===== config.mk =====
export PLATFORM = sky130hd
export DESIGN_NAME = srcc_status_core
export DESIGN_NICKNAME = d
export VERILOG_FILES = /design/src/rtl/srcc_out_queue.v /design/src/rtl/srcc_status_core.v
export VERILOG_INCLUDE_DIRS = /design/src /design/src/rtl
export SDC_FILE = /design/constraint.sdc
export NUM_CORES = 1
export LEC_CHECK = 0
export BUFFER_PORTS_ARGS = -buffer_cell sky130_fd_sc_hd__buf_2
export CAP_MARGIN = 25
export CORE_ASPECT_RATIO = 0.8
export CORE_UTILIZATION = 45
export CTS_BUF_LIST = sky130_fd_sc_hd__clkbuf_2 sky130_fd_sc_hd__clkbuf_4 sky130_fd_sc_hd__clkbuf_8
export CTS_CLUSTER_SIZE = 16
export DETAILED_ROUTE_END_ITERATION = 16
export SYNTH_ARGS = -nofsm -noshare
export SYNTH_HDL_FRONTEND = slang
export SYNTH_SLANG_ARGS = --single-unit

===== constraint.sdc =====
create_clock -name core_clk -period 12.45 [get_ports core_clk]
set_input_delay 3.735 -clock core_clk [delete_from_list [all_inputs] [get_ports core_clk]]
set_output_delay 3.735 -clock core_clk [all_outputs]
set_load 0.02 [all_outputs]

===== src/rtl/srcc_defs.vh =====
// Purpose: Named constants for the status reporting and common command block.
// Assumes: Included by every design file of the block by its bare name.
// Notes:   Definitions only; no logic lives here.
`ifndef SRCC_DEFS_VH
`define SRCC_DEFS_VH

// ============================================================
// Command codes delivered by the command parser
// ============================================================
`define SRCC_CODE_W 4
`define SRCC_CMD_CLEAR_STATUS 4'h0
`define SRCC_CMD_EVT_MASK_SET 4'h1
`define SRCC_CMD_EVT_MASK_QRY 4'h2
`define SRCC_CMD_EVT_STAT_QRY 4'h3
`define SRCC_CMD_IDENT_QRY 4'h4
`define SRCC_CMD_OP_DONE_SET 4'h5
`define SRCC_CMD_OP_DONE_QRY 4'h6
`define SRCC_CMD_RESET 4'h7
`define SRCC_CMD_SVC_MASK_SET 4'h8
`define SRCC_CMD_SVC_MASK_QRY 4'h9
`define SRCC_CMD_SUMMARY_QRY 4'hA

// ============================================================
// Value field and limits
// ============================================================
`define SRCC_VAL_W 16
`define SRCC_VAL_MAX 16'h00FF

// ============================================================
// Event status latch bit positions and reset value
// ============================================================
`define SRCC_EVT_OP_DONE_BIT 0
`define SRCC_EVT_QUERY_ERR_BIT 2
`define SRCC_EVT_DEV_ERR_BIT 3
`define SRCC_EVT_EXEC_ERR_BIT 4
`define SRCC_EVT_CMD_ERR_BIT 5
`define SRCC_EVT_POWER_ON_BIT 7
`define SRCC_EVT_USED_MASK 8'hBD
`define SRCC_EVT_RESET 8'h80

// ============================================================
// Status summary byte bit positions and mask reset
// ============================================================
`define SRCC_STAT_MSG_AVAIL_BIT 4
`define SRCC_STAT_EVT_SUM_BIT 5
`define SRCC_STAT_REQ_SVC_BIT 6
`define SRCC_SVC_MASK_BIT6_CLR 8'hBF
`define SRCC_MASK_RESET 8'h00

// ============================================================
// Output queue and characters
// ============================================================
`define SRCC_CNT_W 6
`define SRCC_DEC_W 32
`define SRCC_CHR_LF 8'h0A
`define SRCC_CHR_CR 8'h0D
`define SRCC_CHR_ONE 8'h31
`define SRCC_DIGIT_HI 4'h3
`define SRCC_HUNDRED 8'h64
`define SRCC_TEN 8'h0A
`define SRCC_LEN_ONE 6'h01
`define SRCC_LEN_TWO 6'h02
`define SRCC_LEN_THREE 6'h03
`define SRCC_LEN_FOUR 6'h04

`endif


===== src/rtl/srcc_out_queue.v =====
// Purpose: Byte queue that sends one response to the host, first byte first.
// Assumes: One response at a time; a load replaces whatever is still held.
// Notes:   term_sent pulses one cycle after the last byte is taken.
`timescale 1ns/1ps
`default_nettype none
`include "srcc_defs.vh"

module srcc_out_queue #(
  parameter DEPTH = 32
) (
  input wire core_clk,
  input wire rst_b,
  input wire flush,
  input wire load,
  input wire [`SRCC_CNT_W-1:0] load_len,
  input wire [8*DEPTH-1:0] load_data,
  input wire out_ready,
  output reg out_valid,
  output wire [7:0] out_data,
  output reg term_sent
);

  reg [8*DEPTH-1:0] text_ff;
  reg [`SRCC_CNT_W-1:0] cnt_ff;

  // ============================================================
  // Shift register; the byte on the wire is the top byte.
  // ============================================================
  assign out_data = text_ff[8*DEPTH-1 -: 8];

  always @(posedge core_clk or negedge rst_b) begin
    if (!rst_b) begin
      text_ff <= {(8*DEPTH){1'b0}};
      cnt_ff <= {`SRCC_CNT_W{1'b0}};
      out_valid <= 1'b0;
      term_sent <= 1'b0;
    end else begin
      term_sent <= 1'b0;
      if (load) begin
        text_ff <= load_data;
        cnt_ff <= load_len;
        out_valid <= (load_len != {`SRCC_CNT_W{1'b0}});
      end else if (flush) begin
        cnt_ff <= {`SRCC_CNT_W{1'b0}};
        out_valid <= 1'b0;
      end else if (out_valid && out_ready) begin
        text_ff <= {text_ff[8*DEPTH-9:0], 8'h00};
        cnt_ff <= cnt_ff - `SRCC_LEN_ONE;
        out_valid <= (cnt_ff != `SRCC_LEN_ONE);
        term_sent <= (cnt_ff == `SRCC_LEN_ONE);
      end
    end
  end

endmodule // srcc_out_queue

`default_nettype wire


===== src/rtl/srcc_status_core.v =====
// Purpose: Status summary, service request and common command handling.
// Assumes: Commands arrive already parsed, on core_clk, from either link.
// Notes:   Query answers other than identity are decimal text closed by a line feed.
//
// Behaviour
// - An 8-bit service request mask gates status byte summary bits.
// - Mask bit n gates status bit n; 48 enables bits 4 and 5.
// - A set mask bit lets the request-service bit 6 be raised.
// - Service mask clears at power-up and on every device clear.
// - Service mask query answers in decimal with bit 6 as zero.
// - Clear status empties event latches; message flag only if first.
// - Event mask set loads a value 0 to 255.
// - Out-of-range event mask value is not loaded; flags execution error.
// - Event mask query returns the last loaded value in decimal.
// - Event status query returns the latch then clears it.
// - Identity query returns maker, model, serial, versions fields.
// - Operation-complete command sets the operation-complete bit.
// - Operation-complete query queues the ASCII character 1.
// - Reset command resets the meter but keeps interface status.
// - Serial control-C acts as device clear and sends CR LF prompt.
// - Both links share one command path and one behaviour.
// - Event summary sets on an enabled event rise; clears on read.
// - Event latch bits 0,2,3,4,5,7 used; bits 1 and 6 read zero.
// - Message flag sets on queued answer, clears when terminator sent.
// - Serial poll reads and clears request-service; query leaves it.
`timescale 1ns/1ps
`default_nettype none
`include "srcc_defs.vh"

module srcc_status_core #(
  parameter Q_DEPTH = 32,
  parameter IDN_LEN = 26,
  // Identity text; the value is arbitrary.
  parameter [8*IDN_LEN-1:0] IDN_TEXT = "ACME,MTR1,0000001,1.0 D1.0",
  // Prompt character sent after control-C; the value is arbitrary.
  parameter [7:0] PROMPT_CHAR = 8'h3E
) (
  input wire core_clk,
  input wire rst_b,
  input wire cmd_valid,
  input wire [`SRCC_CODE_W-1:0] cmd_code,
  input wire [`SRCC_VAL_W-1:0] cmd_value,
  input wire cmd_first,
  input wire dev_clear,
  input wire ctrl_c,
  input wire query_err_evt,
  input wire dev_err_evt,
  input wire cmd_err_evt,
  input wire spoll_req,
  input wire out_ready,
  output wire out_valid,
  output wire [7:0] out_data,
  output reg [7:0] spoll_byte_ff,
  output reg srq_ff,
  output reg meter_reset_ff,
  output reg [7:0] service_request_mask_ff,
  output reg [7:0] event_status_latch_ff
);

  // ============================================================
  // Constants and helpers
  // ============================================================
  localparam [31:0] IDN_RESP_W = IDN_LEN + 1;
  localparam [`SRCC_CNT_W-1:0] IDN_RESP_LEN = IDN_RESP_W[`SRCC_CNT_W-1:0];
  localparam PAD_DEC = 8*Q_DEPTH - `SRCC_DEC_W;
  localparam PAD_IDN = 8*(Q_DEPTH - IDN_LEN - 1);
  localparam PAD_PROMPT = 8*(Q_DEPTH - 3);

  // ASCII digit of a value below ten.
  function [7:0] asc;
    input [7:0] d;
    begin
      asc = {`SRCC_DIGIT_HI, d[3:0]};
    end
  endfunction

  // Decimal text of a byte, left aligned, line feed closing it.
  // Result is {length, text}; leading zeros are dropped.
  function [`SRCC_CNT_W+`SRCC_DEC_W-1:0] dec_text;
    input [7:0] v;
    reg [7:0] h;
    reg [7:0] t;
    reg [7:0] o;
    begin
      h = v / `SRCC_HUNDRED;
      t = (v / `SRCC_TEN) % `SRCC_TEN;
      o = v % `SRCC_TEN;
      if (h != 8'h00) begin
        dec_text = {`SRCC_LEN_FOUR, asc(h), asc(t), asc(o), `SRCC_CHR_LF};
      end else if (t != 8'h00) begin
        dec_text = {`SRCC_LEN_THREE, asc(t), asc(o), `SRCC_CHR_LF, 8'h00};
      end else begin
        dec_text = {`SRCC_LEN_TWO, asc(o), `SRCC_CHR_LF, 16'h0000};
      end
    end
  endfunction

  // ============================================================
  // State
  // ============================================================
  reg [7:0] event_enable_mask_ff;
  reg event_summary_flag_ff;
  reg message_available_flag_ff;
  reg request_service_flag_ff;
  reg mss_prev_ff;

  reg [7:0] nxt_service_request_mask;
  reg [7:0] nxt_event_enable_mask;
  reg [7:0] nxt_event_status_latch;
  reg nxt_event_summary_flag;
  reg nxt_message_available_flag;
  reg nxt_request_service_flag;
  reg [7:0] new_events;
  reg evt_clear;
  reg q_flush;
  reg q_load;
  reg [`SRCC_CNT_W-1:0] q_len;
  reg [8*Q_DEPTH-1:0] q_data;
  reg [`SRCC_CNT_W+`SRCC_DEC_W-1:0] dec_sel;
  reg nxt_meter_reset;

  wire term_sent;
  wire any_clear;
  wire take;
  wire is_query;
  wire query_ok;
  wire value_ok;
  wire known_cmd;
  wire [7:0] status_bits;
  wire master_summary_flag;
  wire mss_rise;

  // ============================================================
  // Command decode
  // ============================================================
  // Device clear on the bus and control-C on the serial link take the
  // same path; a command arriving in that cycle is dropped on purpose.
  assign any_clear = dev_clear | ctrl_c;
  assign take = cmd_valid & ~any_clear;
  assign is_query = (cmd_code == `SRCC_CMD_EVT_MASK_QRY) ||
                    (cmd_code == `SRCC_CMD_EVT_STAT_QRY) ||
                    (cmd_code == `SRCC_CMD_IDENT_QRY) ||
                    (cmd_code == `SRCC_CMD_OP_DONE_QRY) ||
                    (cmd_code == `SRCC_CMD_SVC_MASK_QRY) ||
                    (cmd_code == `SRCC_CMD_SUMMARY_QRY);
  assign known_cmd = is_query ||
                     (cmd_code == `SRCC_CMD_CLEAR_STATUS) ||
                     (cmd_code == `SRCC_CMD_EVT_MASK_SET) ||
                     (cmd_code == `SRCC_CMD_OP_DONE_SET) ||
                     (cmd_code == `SRCC_CMD_RESET) ||
                     (cmd_code == `SRCC_CMD_SVC_MASK_SET);
  // An answer still unread blocks the next query, which is then a
  // query error instead of overwriting the pending answer.
  assign query_ok = take & is_query & ~out_valid;
  assign value_ok = (cmd_value <= `SRCC_VAL_MAX);

  // ============================================================
  // Status summary byte and service request
  // ============================================================
  assign status_bits = {1'b0, 1'b0, event_summary_flag_ff,
                        message_available_flag_ff, 4'h0};
  // Bit 6 of the mask is never stored, so it never gates anything.
  assign master_summary_flag =
    |(status_bits & service_request_mask_ff);
  assign mss_rise = master_summary_flag & ~mss_prev_ff;

  // ============================================================
  // Next-state logic
  // ============================================================
  always @* begin
    nxt_service_request_mask = service_request_mask_ff;
    nxt_event_enable_mask = event_enable_mask_ff;
    new_events = 8'h00;
    evt_clear = 1'b0;
    nxt_message_available_flag = message_available_flag_ff;
    q_flush = 1'b0;
    nxt_meter_reset = 1'b0;
    if (any_clear) begin
      nxt_service_request_mask = `SRCC_MASK_RESET;
      nxt_message_available_flag = 1'b0;
      q_flush = 1'b1;
    end
    new_events[`SRCC_EVT_QUERY_ERR_BIT] = query_err_evt;
    new_events[`SRCC_EVT_DEV_ERR_BIT] = dev_err_evt;
    new_events[`SRCC_EVT_CMD_ERR_BIT] = cmd_err_evt | (take & ~known_cmd);
    if (take && is_query && !query_ok) begin
      new_events[`SRCC_EVT_QUERY_ERR_BIT] = 1'b1;
    end
    if (take) begin
      case (cmd_code)
        `SRCC_CMD_CLEAR_STATUS: begin
          evt_clear = 1'b1;
          if (cmd_first) begin
            nxt_message_available_flag = 1'b0;
            q_flush = 1'b1;
          end
        end
        `SRCC_CMD_EVT_MASK_SET: begin
          if (value_ok) begin
            nxt_event_enable_mask = cmd_value[7:0];
          end else begin
            new_events[`SRCC_EVT_EXEC_ERR_BIT] = 1'b1;
          end
        end
        `SRCC_CMD_SVC_MASK_SET: begin
          if (value_ok) begin
            nxt_service_request_mask =
              cmd_value[7:0] & `SRCC_SVC_MASK_BIT6_CLR;
          end else begin
            new_events[`SRCC_EVT_EXEC_ERR_BIT] = 1'b1;
          end
        end
        `SRCC_CMD_OP_DONE_SET: begin
          new_events[`SRCC_EVT_OP_DONE_BIT] = 1'b1;
        end
        `SRCC_CMD_EVT_STAT_QRY: begin
          evt_clear = query_ok;
        end
        `SRCC_CMD_RESET: begin
          // Masks, latch and status byte stay as they are.
          nxt_meter_reset = 1'b1;
        end
        default: begin
          evt_clear = 1'b0;
        end
      endcase
    end
    if (query_ok) begin
      nxt_message_available_flag = 1'b1;
    end else if (term_sent) begin
      nxt_message_available_flag = 1'b0;
    end
    new_events = new_events & `SRCC_EVT_USED_MASK;
    // New events win over a clear in the same cycle.
    nxt_event_status_latch =
      (evt_clear ? 8'h00 : event_status_latch_ff) | new_events;
    if ((new_events & ~event_status_latch_ff & event_enable_mask_ff)
        != 8'h00) begin
      nxt_event_summary_flag = 1'b1;
    end else if (evt_clear) begin
      nxt_event_summary_flag = 1'b0;
    end else begin
      nxt_event_summary_flag = event_summary_flag_ff;
    end
    // A rise of the master summary wins over a serial poll clear.
    if (mss_rise) begin
      nxt_request_service_flag = 1'b1;
    end else if (spoll_req) begin
      nxt_request_service_flag = 1'b0;
    end else begin
      nxt_request_service_flag = request_service_flag_ff;
    end
  end

  // ============================================================
  // Answer assembly
  // ============================================================
  always @* begin
    case (cmd_code)
      `SRCC_CMD_SVC_MASK_QRY:
        dec_sel = dec_text(service_request_mask_ff &
                           `SRCC_SVC_MASK_BIT6_CLR);
      `SRCC_CMD_EVT_MASK_QRY:
        dec_sel = dec_text(event_enable_mask_ff);
      `SRCC_CMD_EVT_STAT_QRY:
        dec_sel = dec_text(event_status_latch_ff);
      `SRCC_CMD_SUMMARY_QRY:
        dec_sel = dec_text(status_bits |
          {1'b0, master_summary_flag, 6'h00});
      `SRCC_CMD_OP_DONE_QRY:
        dec_sel = {`SRCC_LEN_TWO, `SRCC_CHR_ONE,
                   `SRCC_CHR_LF, 16'h0000};
      default:
        dec_sel = {(`SRCC_CNT_W+`SRCC_DEC_W){1'b0}};
    endcase
    q_load = 1'b0;
    q_len = dec_sel[`SRCC_CNT_W+`SRCC_DEC_W-1:`SRCC_DEC_W];
    q_data = {dec_sel[`SRCC_DEC_W-1:0], {PAD_DEC{1'b0}}};
    if (ctrl_c) begin
      q_load = 1'b1;
      q_len = `SRCC_LEN_THREE;
      q_data = {`SRCC_CHR_CR, `SRCC_CHR_LF, PROMPT_CHAR,
                {PAD_PROMPT{1'b0}}};
    end else if (query_ok) begin
      q_load = 1'b1;
      if (cmd_code == `SRCC_CMD_IDENT_QRY) begin
        q_len = IDN_RESP_LEN;
        q_data = {IDN_TEXT, `SRCC_CHR_LF, {PAD_IDN{1'b0}}};
      end
    end
  end

  srcc_out_queue #(
    .DEPTH(Q_DEPTH)
  ) u_queue (
    .core_clk(core_clk),
    .rst_b(rst_b),
    .flush(q_flush),
    .load(q_load),
    .load_len(q_len),
    .load_data(q_data),
    .out_ready(out_ready),
    .out_valid(out_valid),
    .out_data(out_data),
    .term_sent(term_sent)
  );

  // ============================================================
  // Registers
  // ============================================================
  always @(posedge core_clk or negedge rst_b) begin
    if (!rst_b) begin
      service_request_mask_ff <= `SRCC_MASK_RESET;
      event_enable_mask_ff <= `SRCC_MASK_RESET;
      event_status_latch_ff <= `SRCC_EVT_RESET;
      event_summary_flag_ff <= 1'b0;
      message_available_flag_ff <= 1'b0;
      request_service_flag_ff <= 1'b0;
      mss_prev_ff <= 1'b0;
      spoll_byte_ff <= 8'h00;
      srq_ff <= 1'b0;
      meter_reset_ff <= 1'b0;
    end else begin
      service_request_mask_ff <= nxt_service_request_mask;
      event_enable_mask_ff <= nxt_event_enable_mask;
      event_status_latch_ff <= nxt_event_status_latch;
      event_summary_flag_ff <= nxt_event_summary_flag;
      message_available_flag_ff <= nxt_message_available_flag;
      request_service_flag_ff <= nxt_request_service_flag;
      mss_prev_ff <= master_summary_flag;
      srq_ff <= nxt_request_service_flag;
      meter_reset_ff <= nxt_meter_reset;
      if (spoll_req) begin
        spoll_byte_ff <= status_bits |
          {1'b0, request_service_flag_ff, 6'h00};
      end
    end
  end

endmodule // srcc_status_core

`default_nettype wire


==> flow_metrics.tcl, run 1 <==
set metrics [dict create \
    grt_pass1_wl_um 48100 \
    maxCapViolations 0 \
    startpoint_type "primary input" \
    synth_edf_count 0 \
    netlist_instances 1312 \
    arrival_ns 7.34 \
    worstHoldStart "mss_prev_ff$_DFF_PN0_" \
    nFillCells 2290 \
    cts_buffers 17 \
    fin_tns_setup_ns 0 \
    cp_slowest_stage_delay_ns 0.75 \
    grt_start_max_net_pins 84 \
    dpl.hpwl_um 20400 \
    rr_endpoint "u_queue.text_ff[250]$_DFFE_PN0P_" \
    cp-end-kind "flip-flop" \
    die_x_um 177 \
    syn_area_sq_um 11000 \
    grt_setup_unrepaired "no" \
    via_per_inst 5.85 \
    slew_headroom 0.359 \
    io_buffers 57 \
    area_growth_pct 7.12 \
    core_region_area_sq_um 23600 \
    crit_fanout 83 \
    max_freq_ghz 0.143 \
    hold_violations 0 \
    period_needed_ns 6.99 \
    drv_slew 0 \
    setup_slack_ns 5.46 \
    pre_cts_ws_ns 4.97 \
    final_cell_mix "221 x nand2_1, 184 x dfrtp_1, 167 x a21oi_1, 114 x nor2_1, 114 x o21ai_0" \
    antenna_left 0 \
    final_core_util 0.497 \
    grt_pass1_vias 8737 \
    synth-xor-area-share 0.0160 \
    syn-mean-instance-area_sq_um 8.36 \
    fin_nets 1366 \
    die_h_um 142 \
    clkTransAtPathRegs_ns 0.09 \
    grt_overflow 0 \
    worst-r2r-setup-slack_ns 5.97 \
    worstReg2RegStart "event_enable_mask_ff[3]$_DFFE_PN0P_" \
    antenna_found_initial 3 \
    peakVddDrop_uv 64.7 \
    cp_cell_sequence "buf_2 -> nor2_1 -> nand2_1 -> a211o_1 -> nand2b_2 -> buf_4 -> nor2_1 -> a221oi_1 -> o31ai_1 -> a21oi_1 -> o221ai_1 -> a21oi_1 -> a21oi_1" \
    synth_compound_gate_area_share 0.252 \
    setup_viol 0 \
    p_leak_nw 5.09 \
    wire_per_inst_um 18.0 \
    clock_skew_ns 0.0143 \
    yosysWarnings 0 \
    synth.area.mux_share 0.0221 \
    cpMaxStageDelayCell "nor2_1" \
    holdPathStages 1 \
    initial_core_util 0.464 \
    whs_endpoint "request_service_flag_ff$_DFFE_PN0P_" \
    cp.required_ns 12.80 \
    post_cts_buffers 0 \
    ys_types 96 \
    vias 9521 \
    htree_levels 4 \
    synthSimpleGateAreaFrac 0.194 \
    async_flop_share 1.00 \
    cts-resized-gates 0 \
    grtUsageTotal 0.245 \
    clk_latency_ns 0.47 \
    cellPowerDensity_nw_per_um2 104 \
    final_area_sq_um 11700 \
    drive_gt1_frac 0.110 \
    synth_seq_cells 185 \
    synth_top_family_by_area "compound AO/OA/AOI/OAI gates" \
    cts_root_buffer "clkbuf_8" \
    drcViolationCount 0 \
    drt_wl_total_um 29200 \
    cts_tree "done" \
    dpl_cell_area_sq_um 11300 \
    synth_ff_type "dfrtp_1" \
    whs_ns 0.424 \
    first_pass_iters 6 \
    min_path_type "flip-flop to flip-flop" \
    ioPinCount 66 \
    gp_congestion 1.02 \
    synth-adder-area-share 0.0362 \
    ys_seq_area_frac 0.422 \
    dieArea_sq_um 25000 \
    cpMostUsedCell "a21oi_1" \
    status "finished, final reports clean" \
    tightestPinTransition_ns 0.959 \
    clkSinkCount 185 \
    r2r_cells 22 \
    post-route-period-util 0.561 \
    path_class "primary input to flip-flop" \
    holdBufCountCts 0 \
    drt_iter0_drc 919 \
    rows 50 \
    final_common_cell "nand2_1" \
    clk_path_buf_depth 2 \
]
[per-stage QoR]
stage	power [mW]	cells
final	1.22	1628
after global routing	1.28	1627
after floorplan	0.757	1319
after detailed placement	0.812	1596
after CTS	1.23	1624
after global placement	0.810	1595
[cells by family after synthesis]
family | count (synthesis)
AOI/OAI and AO/OA | 442
adders and majority gates | 32
buffers and inverters | 142
DFF | 185
other | 1
and+or+nand+nor | 468
muxes | 22
xor gates and xnor gates | 20
[Yosys cell counts, types with 8 or more instances]
cell type,n,area [sq um]
o22a_1,8,70.1
nor2b_1,13,81.3
inv_1,38,143
ha_1,30,375
mux2_2,8,90.1
clkbuf_1,66,248
and2_1,9,56.3
o21ai_0,114,571
nand2b_1,12,75.1
nand4_1,12,75.1
buf_4,17,128
nor2_1,115,432
mux2i_1,13,130
a21oi_1,167,836
nand2_1,222,833
a31oi_1,17,106
dfrtp_1,184,4600
nand3_1,24,120
o21a_1,9,67.6
xnor2_1,15,131
o21ai_1,8,40.0
o22ai_1,15,93.8
a211oi_1,11,82.6
nor3_1,19,95.1
[critical path, delay by kind of cell]
kind                   cells  cell delay (ns)
AOI/OAI and AO/OA          7             1.46
buffers and inverters      2             0.85
and+or+nand+nor            4             1.27
[how the worst max path moves through the flow]
stage,startpoint,to,slack (ns),depth (start not counted)
finish,ctrl_c,u_queue.text_ff[242]$_DFFE_PN0P_,5.46,13
global route,ctrl_c,u_queue.text_ff[242]$_DFFE_PN0P_,5.12,13
CTS,ctrl_c,u_queue.text_ff[242]$_DFFE_PN0P_,5.47,13
detailed placement,ctrl_c,u_queue.text_ff[242]$_DFFE_PN0P_,4.97,13
global placement,ctrl_c,u_queue.text_ff[242]$_DFFE_PN0P_,4.90,8
floorplan,cmd_code[2],u_queue.text_ff[149]$_DFFE_PN0P_,6.58,11
[state kept, by name, summed over array words and instances, names as in the netlist]
register                   count
u_queue.text_ff              147
u_queue.term_sent              1
message_available_flag_ff      1
u_queue.cnt_ff                 6
mss_prev_ff                    1
u_queue.out_valid              1
event_summary_flag_ff          1
meter_reset_ff                 1
spoll_byte_ff                  3
event_status_latch_ff          6
service_request_mask_ff        8
event_enable_mask_ff           8
request_service_flag_ff        1
[power by group]
part,internal (mW),switching (mW)
logic,0.0521,0.105
clock network,0.210,0.208
registers,0.624,0.0210
[routing by layer]
layer / part of all wire / global-route usage
met5: 0.00027 / 0
met4: 0.0088 / 0.0454
met3: 0.069 / 0.0654
met2: 0.41 / 0.329
met1: 0.51 / 0.386
[final cells by class]
cell class | instances | area [sq um] | share of cell area
Multi-Input combinational cell | 992 | 5770 | 0.491
Sequential cell | 185 | 4630 | 0.394
Timing Repair Buffer | 65 | 392 | 0.0333
Tap cell | 312 | 390 | 0.0332
Clock buffer | 21 | 277 | 0.0235
Inverter | 44 | 165 | 0.0141
Clock inverter | 7 | 120 | 0.0102
Antenna cell | 2 | 5.00 | 0.000426
Power figures use the tool's default switching activity.
==> run 2: changes to the inputs <==
Settings changed: ABC_AREA set to 1.
Clock period 12.45 ns to 6.6 ns, I/O delays scaled along.
==> run 2 against run 1 <==
Effect of this change: area after synthesis down 6.6%; clock skew down 0.0032 ns; critical path depth up 18; cell area down 5.0%; core utilization up 1.3 points; non-clock buffer count up 2; first-iteration DRC count down 26%; critical path type is now flip-flop to flip-flop; critical endpoint is now u_queue.text_ff[243]$_DFFE_PN0P_.
==> flow_metrics.tcl, run 2 <==
set metrics [dict create \
    cellPowerDensity_nw_per_um2 219 \
    antenna_found_initial 0 \
    period_needed_ns 5.06 \
    max_flop_register "u_queue.text_ff" \
    post_cts_buffers 0 \
    p_leak_nw 5.41 \
    yosysWarnings 0 \
    cp_slowest_stage_delay_ns 0.52 \
    clk_latency_ns 0.47 \
    max_freq_ghz 0.198 \
    multi_input_area_sq_um 4530 \
    grt_pass1_wl_um 42600 \
    async_flop_share 1.00 \
    worstReg2RegStart "service_request_mask_ff[5]$_DFF_PN0_" \
    cpMaxStageDelayCell "dfrtp_1" \
    drt_iter0_drc 677 \
    cp-end-kind "flip-flop" \
    antenna_left 0 \
    path_class "flip-flop to flip-flop" \
    die_h_um 137 \
    fin_nets 1397 \
    grt_pass1_vias 7962 \
    fin_tns_setup_ns 0 \
    clk_path_buf_depth 2 \
    die_x_um 171 \
    first_pass_iters 5 \
    met1_usage 0.369 \
    clkSinkCount 185 \
    rr_endpoint "u_queue.text_ff[243]$_DFFE_PN0P_" \
    cts-resized-gates 0 \
    drive_gt1_frac 0.132 \
    cp.required_ns 6.97 \
    worst-r2r-setup-slack_ns 1.54 \
    grt-busiest-layer "met1" \
    cts_root_buffer "clkbuf_8" \
    synth_most_common_cell "nand2_1" \
    maxCapViolations 0 \
    wire_per_inst_um 15.7 \
    largest_reg_flops 147 \
    syn_area_sq_um 10200 \
    grtUsageTotal 0.236 \
    rows 48 \
    drt_wl_total_um 25900 \
    arrival_ns 5.43 \
    grt_util_met3 0.0477 \
    worstHoldStart "mss_prev_ff$_DFF_PN0_" \
    vias 8545 \
    setup_viol 0 \
    ys_types 57 \
    crit_fanout 10 \
    peakVddDrop_uv 121 \
    drv_slew 0 \
    yosysTopAreaCellShare 0.449 \
    crit_path_start "service_request_mask_ff[5]$_DFF_PN0_" \
    cts_tree "done" \
    cts_buffers 17 \
    min_path_type "flip-flop to flip-flop" \
    dieArea_sq_um 23400 \
    clock_skew_ns 0.0111 \
    clkTransAtPathRegs_ns 0.10 \
    final_common_cell "nand2_1" \
    num_antenna_cells 0 \
    ys_seq_area_frac 0.452 \
    hold_violations 0 \
    synth_ff_type "dfrtp_1" \
    slew_headroom 0.327 \
    synth.area.top_cells "dfrtp_1 45%, nand2_1 8.5%, inv_1 7.4%" \
    synth_edf_count 0 \
    final_core_util 0.509 \
    startpoint_type "flip-flop" \
    grt_setup_unrepaired "no" \
    synth.largest_area_cell "dfrtp_1" \
    post-route-period-util 0.767 \
    syn-mean-instance-area_sq_um 7.89 \
    final-seq-area_sq_um 4630 \
    status "finished, final reports clean" \
    via_per_inst 5.18 \
    gp_congestion 0.935 \
    holdBufCountCts 0 \
    core_region_area_sq_um 21900 \
    grt.met2_usage 0.324 \
    ioPinCount 66 \
    nFillCells 2153 \
    cpMostUsedCell "nand2_1" \
    final_cell_mix "232 x nand2_1, 201 x inv_1, 184 x dfrtp_1, 121 x nor2_1, 113 x a21oi_1" \
    reg_top3 "u_queue.text_ff: 147 flops, event_enable_mask_ff: 8 flops, service_request_mask_ff: 8 flops" \
    grt_overflow 0 \
    grt_start_max_net_pins 114 \
    synth_common_cells "232 x nand2_1, 202 x inv_1, 184 x dfrtp_1" \
    r2r_cells 31 \
    endpoint "u_queue.text_ff[243]$_DFFE_PN0P_" \
    tightestPinTransition_ns 1.01 \
    netlist_instances 1298 \
    initial_core_util 0.467 \
    dpl.hpwl_um 18700 \
    io_buffers 57 \
    drcViolationCount 0 \
    synth_seq_cells 185 \
    htree_levels 4 \
    area_growth_pct 8.98 \
]
-- run 2: how the worst min path moves through the flow --
stage,slack [ns],end,cells past startpoint
after floorplan,0.41,message_available_flag_ff$_DFF_PN0_,1
after global placement,0.42,request_service_flag_ff$_DFFE_PN0P_,1
after detailed placement,0.42,request_service_flag_ff$_DFFE_PN0P_,1
after CTS,0.43,request_service_flag_ff$_DFFE_PN0P_,1
after global routing,0.46,request_service_flag_ff$_DFFE_PN0P_,1
final,0.43,request_service_flag_ff$_DFFE_PN0P_,1
-- run 2: metrics by stage --
| stage | hold slack, ns | cell area, sq um | instances | total power, mW | setup slack, ns |
|---|---|---|---|---|---|
| after CTS | 0.435 | 11100 | 1648 | 2.47 | 1.59 |
| final | 0.431 | 11200 | 1649 | 2.44 | 1.54 |
| after global placement | 0.422 | 10700 | 1616 | 1.66 | 1.25 |
| after floorplan | 0.408 | 10300 | 1305 | 1.55 | 2.27 |
| after detailed placement | 0.421 | 10700 | 1616 | 1.66 | 1.22 |
| after global routing | 0.459 | 11200 | 1649 | 2.58 | 0.992 |
-- run 2: area by class of cell --
class                           count  area share
Clock inverter                     12      0.0132
Tap cell                          300      0.0336
Multi-Input combinational cell    845       0.406
Inverter                          220      0.0745
Clock buffer                       20      0.0230
Sequential cell                   185       0.415
Timing Repair Buffer               67      0.0349
-- run 2: report_power, final --
group | leakage (nW) | total [mW] | internal [mW] | switching [mW]
logic | 2.80 | 0.405 | 0.128 | 0.276
registers | 2.40 | 1.24 | 1.20 | 0.0396
clock network | 0.207 | 0.801 | 0.386 | 0.415
-- run 2: critical path: cells and delay by family, from the launching register on --
family                     cells  cell delay, ns
and+or+nand+nor               15            2.06
DFF                            1            0.52
buffers and inverters          5            0.55
adders and majority gates      4            0.81
AOI/OAI and AO/OA              7            1.01
-- run 2: cells by family (layout without fill, tap and decap cells) --
| logic type | Yosys count | after routing | synth area share |
|---|---|---|---|
| buffers and inverters | 275 | 319 | 0.109 |
| other | 1 | 8 | 0.000366 |
| flip-flops | 185 | 185 | 0.452 |
| AO/OA/AOI/OAI | 311 | 311 | 0.176 |
| AND/OR/NAND/NOR | 478 | 478 | 0.210 |
| XOR/XNOR | 15 | 15 | 0.0136 |
| adder cells (fa/ha/maj) | 30 | 30 | 0.0366 |
| multiplexers | 3 | 3 | 0.00305 |
-- run 2: layer usage --
layer,share of wire,vias up
li1,-,4287
met3,0.045,22
met2,0.40,145
met1,0.54,4091
met5,0,-
met4,0.012,0
